**src/pkg/dcr_pkg.sv**
```systemverilog
// shared constants and types for the debug clock and reset distribution
package dcr_pkg;

  // ****************************************************************
  // reference clock
  // ****************************************************************
  localparam int REF_CLK_HZ        = 25_000_000;
  localparam int REF_CLK_PERIOD_NS = 1_000_000_000 / REF_CLK_HZ;

  // ****************************************************************
  // synchronizers and dividers
  // ****************************************************************
  localparam int SYNC_STAGES       = 2;
  localparam int DIV_W             = 4;
  localparam int CROSS_W           = 4;
  localparam int N_TRIG_IF         = 3;

  // ****************************************************************
  // scan chain reset pulse, least time rounds up
  // ****************************************************************
  localparam int SCAN_HOLD_NS      = 400;
  localparam int SCAN_HOLD_CYC     =
    (SCAN_HOLD_NS + REF_CLK_PERIOD_NS - 1) / REF_CLK_PERIOD_NS;
  localparam int SCAN_CNT_W        = 8;

  // ****************************************************************
  // reset values
  // ****************************************************************
  localparam logic RST_ASSERTED    = 1'b0;
  localparam logic RST_RELEASED    = 1'b1;
  localparam logic CE_RST          = 1'b0;
  localparam logic STRAP_RST       = 1'b0;
  localparam logic [SCAN_CNT_W-1:0] SCAN_CNT_RST = 8'h00;

  // ****************************************************************
  // scan chain reset sequencer
  // ****************************************************************
  typedef enum logic [1:0] {
    dcr_scan_idle = 2'b00,
    dcr_scan_hold = 2'b01,
    dcr_scan_wait = 2'b10
  } dcr_scan_state_t;

endpackage

```
**src/pkg/dcr_ce_if.sv**
```systemverilog
// carrier for the divided clock enable between top and divider
`timescale 1ns/100ps
interface dcr_ce_if #(
  parameter int W = 4
);
  logic [W-1:0] ratio;
  logic         ce;

  modport gen (
    input  ratio,
    output ce
  );

  modport ctl (
    output ratio,
    input  ce
  );
endinterface

```
**src/rtl/dcr_clk_en.sv**
```systemverilog
// clock enable divider on the reference clock
`timescale 1ns/100ps
module dcr_clk_en
  import dcr_pkg::*;
#(
  parameter int W = DIV_W
) (
  input  wire logic clk,
  input  wire logic rst_n,
  dcr_ce_if.gen     ce_port
);

  localparam logic [W-1:0] ONE = {{(W-1){1'b0}}, 1'b1};

  logic [W-1:0] cnt;
  logic         wrap;

  if (W < 1) begin : g_bad_width
    $error("dcr_clk_en needs a ratio of at least one bit");
  end

  // ratio 0 is served as 1 so the bus never stalls for good
  assign wrap = (ce_port.ratio <= ONE) || (cnt >= ce_port.ratio - ONE);

  always_ff @(posedge clk or negedge rst_n) begin
    if (!rst_n) begin
      cnt <= '0;
    end else if (wrap) begin
      cnt <= '0;
    end else begin
      cnt <= cnt + ONE;
    end
  end

  always_ff @(posedge clk or negedge rst_n) begin
    if (!rst_n) begin
      ce_port.ce <= CE_RST;
    end else begin
      ce_port.ce <= wrap;
    end
  end

endmodule // dcr_clk_en

```
**src/rtl/dcr_rst_sync.sv**
```systemverilog
// reset synchronizer: asynchronous assert, synchronous release
`timescale 1ns/100ps
module dcr_rst_sync
  import dcr_pkg::*;
#(
  parameter int STAGES = SYNC_STAGES
) (
  input  wire logic clk,
  input  wire logic arst_n,
  output logic      rst_n
);

  logic [STAGES-1:0] chain;

  if (STAGES < 2) begin : g_bad_stages
    $error("dcr_rst_sync needs at least two stages");
  end

  always_ff @(posedge clk or negedge arst_n) begin
    if (!arst_n) begin
      chain <= '0;
    end else begin
      chain <= {chain[STAGES-2:0], RST_RELEASED};
    end
  end

  assign rst_n = chain[STAGES-1];

endmodule // dcr_rst_sync

```
**src/rtl/dcr_top.sv**
```systemverilog
// debug and trace clock and reset distribution
`timescale 1ns/100ps
// Function
// - access port internal clock is the debug bus clock itself
// - debug bus clock synchronous to trace clock, never faster
// - slower debug bus uses trace clock plus derived clock enable
// - clock enables of domains needing none are tied high
// - trace bus reset active low, clears whole trace clock domain
// - trigger interface and matrix resets active low, own domains
// - debug bus reset active low, clears debug bus clock domain
// - trace, debug bus and access port resets share one source
// - debug resets assert asynchronously, release synchronously
// - trace port reset active low, may share trace bus source
// - same trace port clock: reuse trace bus synchronizer output
// - differing trace port clock: separate synchronizer releases it
// - power-on reset low only at platform power-on
// - power-on reset clears port logic except test state machine
// - power-on reset passes through a synchronizer to test clock
// - interconnect reset resets access port, bus port and master
// - bus trace unit reset kept apart from interconnect reset
// - system peripheral reset equals interconnect reset if same clock
// - scan chain access port resets connected test controllers
// - scan chain access port resets associated subsystems too
// - power domain crossings built as asynchronous boundaries
// - system bus to access port signals are synchronized
module dcr_top
  import dcr_pkg::*;
#(
  parameter int STAGES        = SYNC_STAGES,
  parameter int DIV_BITS      = DIV_W,
  parameter int XW            = CROSS_W,
  parameter int N_TRIG        = N_TRIG_IF,
  parameter bit SYS_PCLK_SAME = 1'b1
) (
  input  wire logic                ref_clk,
  input  wire logic                rstn,
  input  wire logic                power_on_reset_n,
  input  wire logic                test_reset_src_n,
  input  wire logic                interconnect_reset_n,
  input  wire logic                bus_trace_src_reset_n,
  input  wire logic                trace_clock_shared,
  input  wire logic [DIV_BITS-1:0] debug_bus_ratio,
  input  wire logic                scan_tap_reset_req,
  input  wire logic                scan_subsys_reset_req,
  input  wire logic [XW-1:0]       sys_to_dap,
  input  wire logic [XW-1:0]       dap_to_sys,
  output logic                     trace_bus_clock,
  output logic                     debug_bus_clock,
  output logic                     access_port_internal_clock,
  output logic                     trigger_interface_clock,
  output logic                     trigger_matrix_clock,
  output logic                     trace_bus_clock_enable,
  output logic                     debug_bus_clock_enable,
  output logic                     trigger_interface_clock_enable,
  output logic                     trigger_matrix_clock_enable,
  output logic                     trace_bus_reset_n,
  output logic                     debug_bus_reset_n,
  output logic                     access_port_reset_n,
  output logic [N_TRIG-1:0]        trigger_interface_reset_n,
  output logic                     trigger_matrix_reset_n,
  output logic                     trace_port_reset_n,
  output logic                     power_on_sync_reset_n,
  output logic                     test_state_machine_reset_n,
  output logic                     access_port_sys_reset_n,
  output logic                     system_peripheral_reset_n,
  output logic                     bus_trace_unit_reset_n,
  output logic                     scan_chain_controller_reset_n,
  output logic                     scan_subsystem_reset_n,
  output logic [XW-1:0]            sys_to_dap_sync,
  output logic [XW-1:0]            dap_to_sys_sync
);

  // ****************************************************************
  // elaboration checks
  // ****************************************************************
  if (STAGES < 2) begin : g_bad_stages
    $error("dcr_top needs at least two synchronizer stages");
  end
  if (N_TRIG < 1) begin : g_bad_trig
    $error("dcr_top needs at least one trigger interface");
  end
  if (XW < 1) begin : g_bad_cross
    $error("dcr_top needs a crossing of at least one bit");
  end
  if (SCAN_HOLD_CYC >= (1 << SCAN_CNT_W)) begin : g_bad_hold
    $error("scan reset hold does not fit its counter");
  end

  // ****************************************************************
  // clock distribution
  // ****************************************************************
  // every synchronous debug domain runs on the one reference clock,
  // so no skew or phase step can appear between them
  assign trace_bus_clock            = ref_clk;
  assign debug_bus_clock            = ref_clk;
  assign access_port_internal_clock = ref_clk;
  assign trigger_interface_clock    = ref_clk;
  assign trigger_matrix_clock       = ref_clk;

  // domains running at full rate need no gating
  assign trace_bus_clock_enable         = 1'b1;
  assign trigger_interface_clock_enable = 1'b1;
  assign trigger_matrix_clock_enable    = 1'b1;

  // ****************************************************************
  // debug bus clock enable
  // ****************************************************************
  dcr_ce_if #(.W(DIV_BITS)) ce_bus ();

  assign ce_bus.ratio = debug_bus_ratio;

  // the enable is derived on the trace clock, so the debug bus can
  // only run at or below it; faster is not expressible here
  dcr_clk_en #(
    .W       (DIV_BITS)
  ) u_dbg_ce (
    .clk     (ref_clk),
    .rst_n   (debug_bus_reset_n),
    .ce_port (ce_bus)
  );

  assign debug_bus_clock_enable = ce_bus.ce;

  // ****************************************************************
  // shared debug reset: trace bus, debug bus and access port
  // ****************************************************************
  logic dbg_sync_rst_n;

  dcr_rst_sync #(
    .STAGES (STAGES)
  ) u_dbg_sync (
    .clk    (ref_clk),
    .arst_n (rstn),
    .rst_n  (dbg_sync_rst_n)
  );

  // one synchronizer output feeds all three so they leave reset on
  // the same edge; separate ones could release a cycle apart
  assign trace_bus_reset_n   = dbg_sync_rst_n;
  assign debug_bus_reset_n   = dbg_sync_rst_n;
  assign access_port_reset_n = dbg_sync_rst_n;

  // ****************************************************************
  // trigger interface and trigger matrix resets
  // ****************************************************************
  // each trigger interface gets its own synchronizer so that one
  // may later move to an unrelated clock without a shared release
  for (genvar t = 0; t < N_TRIG; t++) begin : g_trig
    dcr_rst_sync #(
      .STAGES (STAGES)
    ) u_trig_sync (
      .clk    (ref_clk),
      .arst_n (rstn),
      .rst_n  (trigger_interface_reset_n[t])
    );
  end

  dcr_rst_sync #(
    .STAGES (STAGES)
  ) u_matrix_sync (
    .clk    (ref_clk),
    .arst_n (rstn),
    .rst_n  (trigger_matrix_reset_n)
  );

  // ****************************************************************
  // trace port reset
  // ****************************************************************
  logic tp_sync_rst_n;
  logic strap_taken;
  logic trace_shared;

  // the strap is sampled once after release; a change later on is
  // ignored so the reset source cannot flip under running logic
  always_ff @(posedge ref_clk or negedge rstn) begin
    if (!rstn) begin
      strap_taken  <= STRAP_RST;
      trace_shared <= STRAP_RST;
    end else if (!strap_taken) begin
      strap_taken  <= 1'b1;
      trace_shared <= trace_clock_shared;
    end
  end

  dcr_rst_sync #(
    .STAGES (STAGES)
  ) u_tport_sync (
    .clk    (ref_clk),
    .arst_n (rstn),
    .rst_n  (tp_sync_rst_n)
  );

  // trace bus synchronizer output when the strap says shared, else u_tport_sync; both assert together
  assign trace_port_reset_n = trace_shared ? dbg_sync_rst_n
                                           : tp_sync_rst_n;

  // ****************************************************************
  // power-on and test resets
  // ****************************************************************
  // only the platform power-on pin may drive this one; the shared
  // debug reset is deliberately kept out of it
  dcr_rst_sync #(
    .STAGES (STAGES)
  ) u_por_sync (
    .clk    (ref_clk),
    .arst_n (power_on_reset_n),
    .rst_n  (power_on_sync_reset_n)
  );

  // the test state machine keeps its own reset, untouched by power-on
  dcr_rst_sync #(
    .STAGES (STAGES)
  ) u_test_sync (
    .clk    (ref_clk),
    .arst_n (test_reset_src_n),
    .rst_n  (test_state_machine_reset_n)
  );

  // ****************************************************************
  // system side resets
  // ****************************************************************
  dcr_rst_sync #(
    .STAGES (STAGES)
  ) u_sys_sync (
    .clk    (ref_clk),
    .arst_n (interconnect_reset_n),
    .rst_n  (access_port_sys_reset_n)
  );

  if (SYS_PCLK_SAME) begin : g_sys_same
    assign system_peripheral_reset_n = access_port_sys_reset_n;
  end else begin : g_sys_own
    dcr_rst_sync #(
      .STAGES (STAGES)
    ) u_speri_sync (
      .clk    (ref_clk),
      .arst_n (interconnect_reset_n),
      .rst_n  (system_peripheral_reset_n)
    );
  end

  // a separate source, so an interconnect reset can itself be traced
  dcr_rst_sync #(
    .STAGES (STAGES)
  ) u_btu_sync (
    .clk    (ref_clk),
    .arst_n (bus_trace_src_reset_n),
    .rst_n  (bus_trace_unit_reset_n)
  );

  // ****************************************************************
  // scan chain reset sequencer
  // ****************************************************************
  dcr_scan_state_t        scan_state;
  logic [SCAN_CNT_W-1:0]  scan_cnt;
  logic                   sel_tap;
  logic                   sel_sub;
  logic                   hold_done;

  localparam logic [SCAN_CNT_W-1:0] HOLD_LAST =
    SCAN_CNT_W'(SCAN_HOLD_CYC - 1);

  assign hold_done = (scan_cnt == HOLD_LAST);

  always_ff @(posedge ref_clk or negedge access_port_reset_n) begin
    if (!access_port_reset_n) begin
      scan_state <= dcr_scan_idle;
    end else begin
      unique case (scan_state)
        dcr_scan_idle: begin
          if (scan_tap_reset_req || scan_subsys_reset_req) begin
            scan_state <= dcr_scan_hold;
          end
        end
        dcr_scan_hold: begin
          if (hold_done) begin
            scan_state <= dcr_scan_wait;
          end
        end
        dcr_scan_wait: begin
          // a request held high must not retrigger endlessly
          if (!scan_tap_reset_req && !scan_subsys_reset_req) begin
            scan_state <= dcr_scan_idle;
          end
        end
        default: begin
          scan_state <= dcr_scan_idle;
        end
      endcase
    end
  end

  always_ff @(posedge ref_clk or negedge access_port_reset_n) begin
    if (!access_port_reset_n) begin
      scan_cnt <= SCAN_CNT_RST;
    end else if (scan_state == dcr_scan_hold) begin
      scan_cnt <= scan_cnt + SCAN_CNT_W'(1);
    end else begin
      scan_cnt <= SCAN_CNT_RST;
    end
  end

  always_ff @(posedge ref_clk or negedge access_port_reset_n) begin
    if (!access_port_reset_n) begin
      sel_tap <= 1'b0;
      sel_sub <= 1'b0;
    end else if (scan_state == dcr_scan_idle) begin
      sel_tap <= scan_tap_reset_req;
      sel_sub <= scan_subsys_reset_req;
    end
  end

  // both scan resets are held asserted while the port itself is in
  // reset, so no controller leaves reset before its master does
  always_ff @(posedge ref_clk or negedge access_port_reset_n) begin
    if (!access_port_reset_n) begin
      scan_chain_controller_reset_n <= RST_ASSERTED;
    end else begin
      scan_chain_controller_reset_n <=
        !((scan_state == dcr_scan_hold) && sel_tap);
    end
  end

  always_ff @(posedge ref_clk or negedge access_port_reset_n) begin
    if (!access_port_reset_n) begin
      scan_subsystem_reset_n <= RST_ASSERTED;
    end else begin
      scan_subsystem_reset_n <=
        !((scan_state == dcr_scan_hold) && sel_sub);
    end
  end

  // ****************************************************************
  // power domain and system bus crossings
  // ****************************************************************
  // each bit crosses on its own; multi-bit words need a handshake on
  // top, these chains only keep single levels free of metastability
  logic [XW-1:0] s2d_meta;
  logic [XW-1:0] d2s_meta;

  always_ff @(posedge ref_clk or negedge access_port_reset_n) begin
    if (!access_port_reset_n) begin
      s2d_meta        <= '0;
      sys_to_dap_sync <= '0;
    end else begin
      s2d_meta        <= sys_to_dap;
      sys_to_dap_sync <= s2d_meta;
    end
  end

  always_ff @(posedge ref_clk or negedge access_port_sys_reset_n) begin
    if (!access_port_sys_reset_n) begin
      d2s_meta        <= '0;
      dap_to_sys_sync <= '0;
    end else begin
      d2s_meta        <= dap_to_sys;
      dap_to_sys_sync <= d2s_meta;
    end
  end

endmodule // dcr_top

```
**config.mk**
```make
export PLATFORM = sky130hd
export DESIGN_NAME = dcr_top
export DESIGN_NICKNAME = d
export VERILOG_FILES = /design/src/pkg/dcr_pkg.sv /design/src/pkg/dcr_ce_if.sv /design/src/rtl/dcr_clk_en.sv /design/src/rtl/dcr_rst_sync.sv /design/src/rtl/dcr_top.sv
export SDC_FILE = /design/constraint.sdc
export NUM_CORES = 1
export LEC_CHECK = 0
export BUFFER_PORTS_ARGS = -buffer_cell sky130_fd_sc_hd__buf_2
export CORE_AREA = 3 3 96 71
export DETAILED_ROUTE_END_ITERATION = 16
export DIE_AREA = 0 0 99 74
export MAX_ROUTING_LAYER = met4
export PLACE_DENSITY = 0.53
export SLEW_MARGIN = 30
export SYNTH_ARGS = -nofsm -noshare
export SYNTH_HDL_FRONTEND = slang
export SYNTH_HIERARCHICAL = 1
export SYNTH_SLANG_ARGS = --single-unit
```
**constraint.sdc**
```tcl
create_clock -name ref_clk -period 3.9 [get_ports ref_clk]
set_clock_uncertainty 0.05 [all_clocks]
set_input_delay 0.78 -clock ref_clk [delete_from_list [all_inputs] [get_ports ref_clk]]
set_output_delay 0.78 -clock ref_clk [all_outputs]
set_load 0.01 [all_outputs]
```
==> impl_metrics.toml <==
[cts]
tritoncts = "yes"
clk_pin_slew_ps = 70
clk_latency_ps = 430
postCtsSetupBuffers = 0
cts_hold_buf = 0
postCtsResizedCells = 0

[worst_setup_path]
r2r_start = "u_dbg_ce/cnt[3]"
end_kind = "output port"
critPathLaunchType = "clock port"
rr_endpoint = "u_dbg_ce/ce_port.ce"
cpMaxStageDelayCell = "buf_2"
cpPeakStageDelay_ps = 130
r2r_setup_slack_ps = 2510
crit_required_ps = 3070
worstPathMaxFanout = 3
cp_data_arrival_time_ps = 2320
critPathKind = "clock port to output port"
reg2regPathDepth = 4
path_cells = "clkbuf_8 -> clkbuf_8 -> buf_2"
cp_common_cell = "clkbuf_8"

[routing]
drt-total-wl_microns = 3221
vias = 1183
drt_iter0_drc = 57
wl_per_cell_microns = 11.11
ant_nets = 0
drc_errors = 0
vias_per_cell = 4.079
firstDrtPassIters = 4

[timing]
finalHoldWorstSlack_ps = 67.41
maxSlewViolCount = 0
tns_ps = 0
slew_headroom_pct = 52.27
tightest_slew_ps = 716.0
setup_viol = 0
rsz0062_at_grt = "false"
hold_viol = 0

[yosys]
synth_top_cell_by_area = "dfrtp_1"
synth.top_cell.area_share_pct = 69.17
synth_area_sq_um = 2062
netlist_top_cells_area = "dfrtp_1 (69%), ha_1 (5.5%), buf_4 (4.0%), mux2_2 (2.2%), conb_1 (2.0%)"
synth_cells = 150
ys_warn_count = 6
yosysUniqueCellTypes = 27
ys_ff_latch = 57
seq_area_frac_synth_pct = 69.17
syn_area_per_cell_sq_um = 13.75

[run]
cap_violations = 0

[grt]
gr-total-overflow = 0
grt_start_max_net_pins = 21
grt_antenna_before_repair = 0
grt_usage_pct = 10.45
grt_pass1_vias = 1213
grt_pass1_wl_microns = 5388

[floorplan]
io_pins = 53
die_h_microns = 74
initial_core_util_pct = 34.16
die_width_microns = 99
die_area_sq_um = 7326
row_count = 24
core-area_sq_um = 6036

[power]
ir_drop_uv = 533.2
pwr_density_cell_nw_per_um2 = 721.8
p_leak_nw = 1.275
total_power_mw = 1.892

[layout]
syn2layout_area_growth_pct = 27.12
utilization_pct = 43.43
nets = 236
antenna_cells = 0
post_layout_nonfiller_instances = 290
layout-drive-gt1-share_pct = 37.26

[worst_hold_path]
hp-class = "input pin to async pin"

[placement]
place_congestion = 0.7479
hpwl_microns = 2320
port_buffers = 49
dp_cells = 269

[status]
status = "finished, final reports clean"
power by group:
group	internal [mW]	switching, mW
logic	0.144	0.165
clock network	0.492	0.310
registers	0.694	0.0875
state kept, by name (all words and copies together), names as in the netlist, 4 cells and up:
name,flops
dap_to_sys_sync,4
scan_cnt,8
d2s_meta,4
g_trig.u_trig_sync/chain,6
s2d_meta,4
sys_to_dap_sync,4
u_dbg_ce/cnt,4
placed cells by master, fill, tap and decap left out, types with 3 or more instances in the layout:
master    Yosys  routed
a21oi_1       3       3
buf_2         0      49
clkbuf_8      0      13
conb_1       11      14
dfrtp_1      57      57
ha_1          9       9
inv_1         5       5
mux2_2        4       4
nand2_1       3       3
nand3_1       6       6
nor2_1        8       8
nor3_1        4       4
o21ai_0       5       5
or3_1         3       3
xnor2_1       4       4
xor2_1        3       3
cell usage after synthesis, drive strengths merged:
| cell | instances |
|---|---|
| a21oi | 5 |
| a311oi | 1 |
| buf | 11 |
| clkbuf | 1 |
| conb | 11 |
| dfrtp | 57 |
| ha | 9 |
| inv | 5 |
| mux2 | 4 |
| nand2 | 3 |
| nand2b | 1 |
| nand3 | 6 |
| nand4 | 1 |
| nor2 | 8 |
| nor2b | 1 |
| nor3 | 5 |
| nor3b | 2 |
| nor4b | 1 |
| o211ai | 1 |
| o21ai | 5 |
| o31ai | 1 |
| or2 | 1 |
| or3 | 3 |
| xnor2 | 4 |
| xor2 | 3 |
critical path: cells and delay by family:
| family | cells | cell delay (ps) |
|---|---|---|
| buffers and inverters | 3 | 360 |
how the worst max path moves through the flow:
stage,startpoint,end
2_1_floorplan,ref_clk,access_port_internal_clock
3_3_place_gp,ref_clk,access_port_internal_clock
3_5_place_dp,ref_clk,access_port_internal_clock
4_1_cts,ref_clk,trigger_interface_clock
5_1_grt,ref_clk,trace_bus_clock
6_report,ref_clk,trigger_interface_clock
per-layer routing:
layer	up-vias	track usage (%)	share of wire, %
met5	-	-	0
met4	0	7.727	1.7
met3	6	6.935	10
met2	45	12.87	41
met1	557	11.83	47
li1	575	-	-
cells by family after synthesis:
family,share of synthesized area (%)
muxes,2.184
adders and majority gates,5.461
buffers and inverters,5.097
AOI/OAI and AO/OA,4.612
and+or+nand+nor,8.496
DFF,69.17
other,2.002
xor gates and xnor gates,2.973
metrics by stage:
step | area, sq um | setup WS, ps
6_report | 2621 | 750.0
4_1_cts | 2621 | 741.8
3_3_place_gp | 2337 | 1005
5_1_grt | 2621 | 738.6
3_5_place_dp | 2337 | 1005
2_1_floorplan | 2073 | 1001
area by class of cell:
type / instances / area [sq um]
Multi-Input combinational cell: 79 / 541.8
Clock inverter: 7 / 101.3
Timing Repair Buffer: 45 / 227.7
Fill cell: 570 / 3415
Tap cell: 78 / 97.59
Inverter: 5 / 18.77
Clock buffer: 19 / 207.7
Sequential cell: 57 / 1426
(Power assumes the default switching activity.)
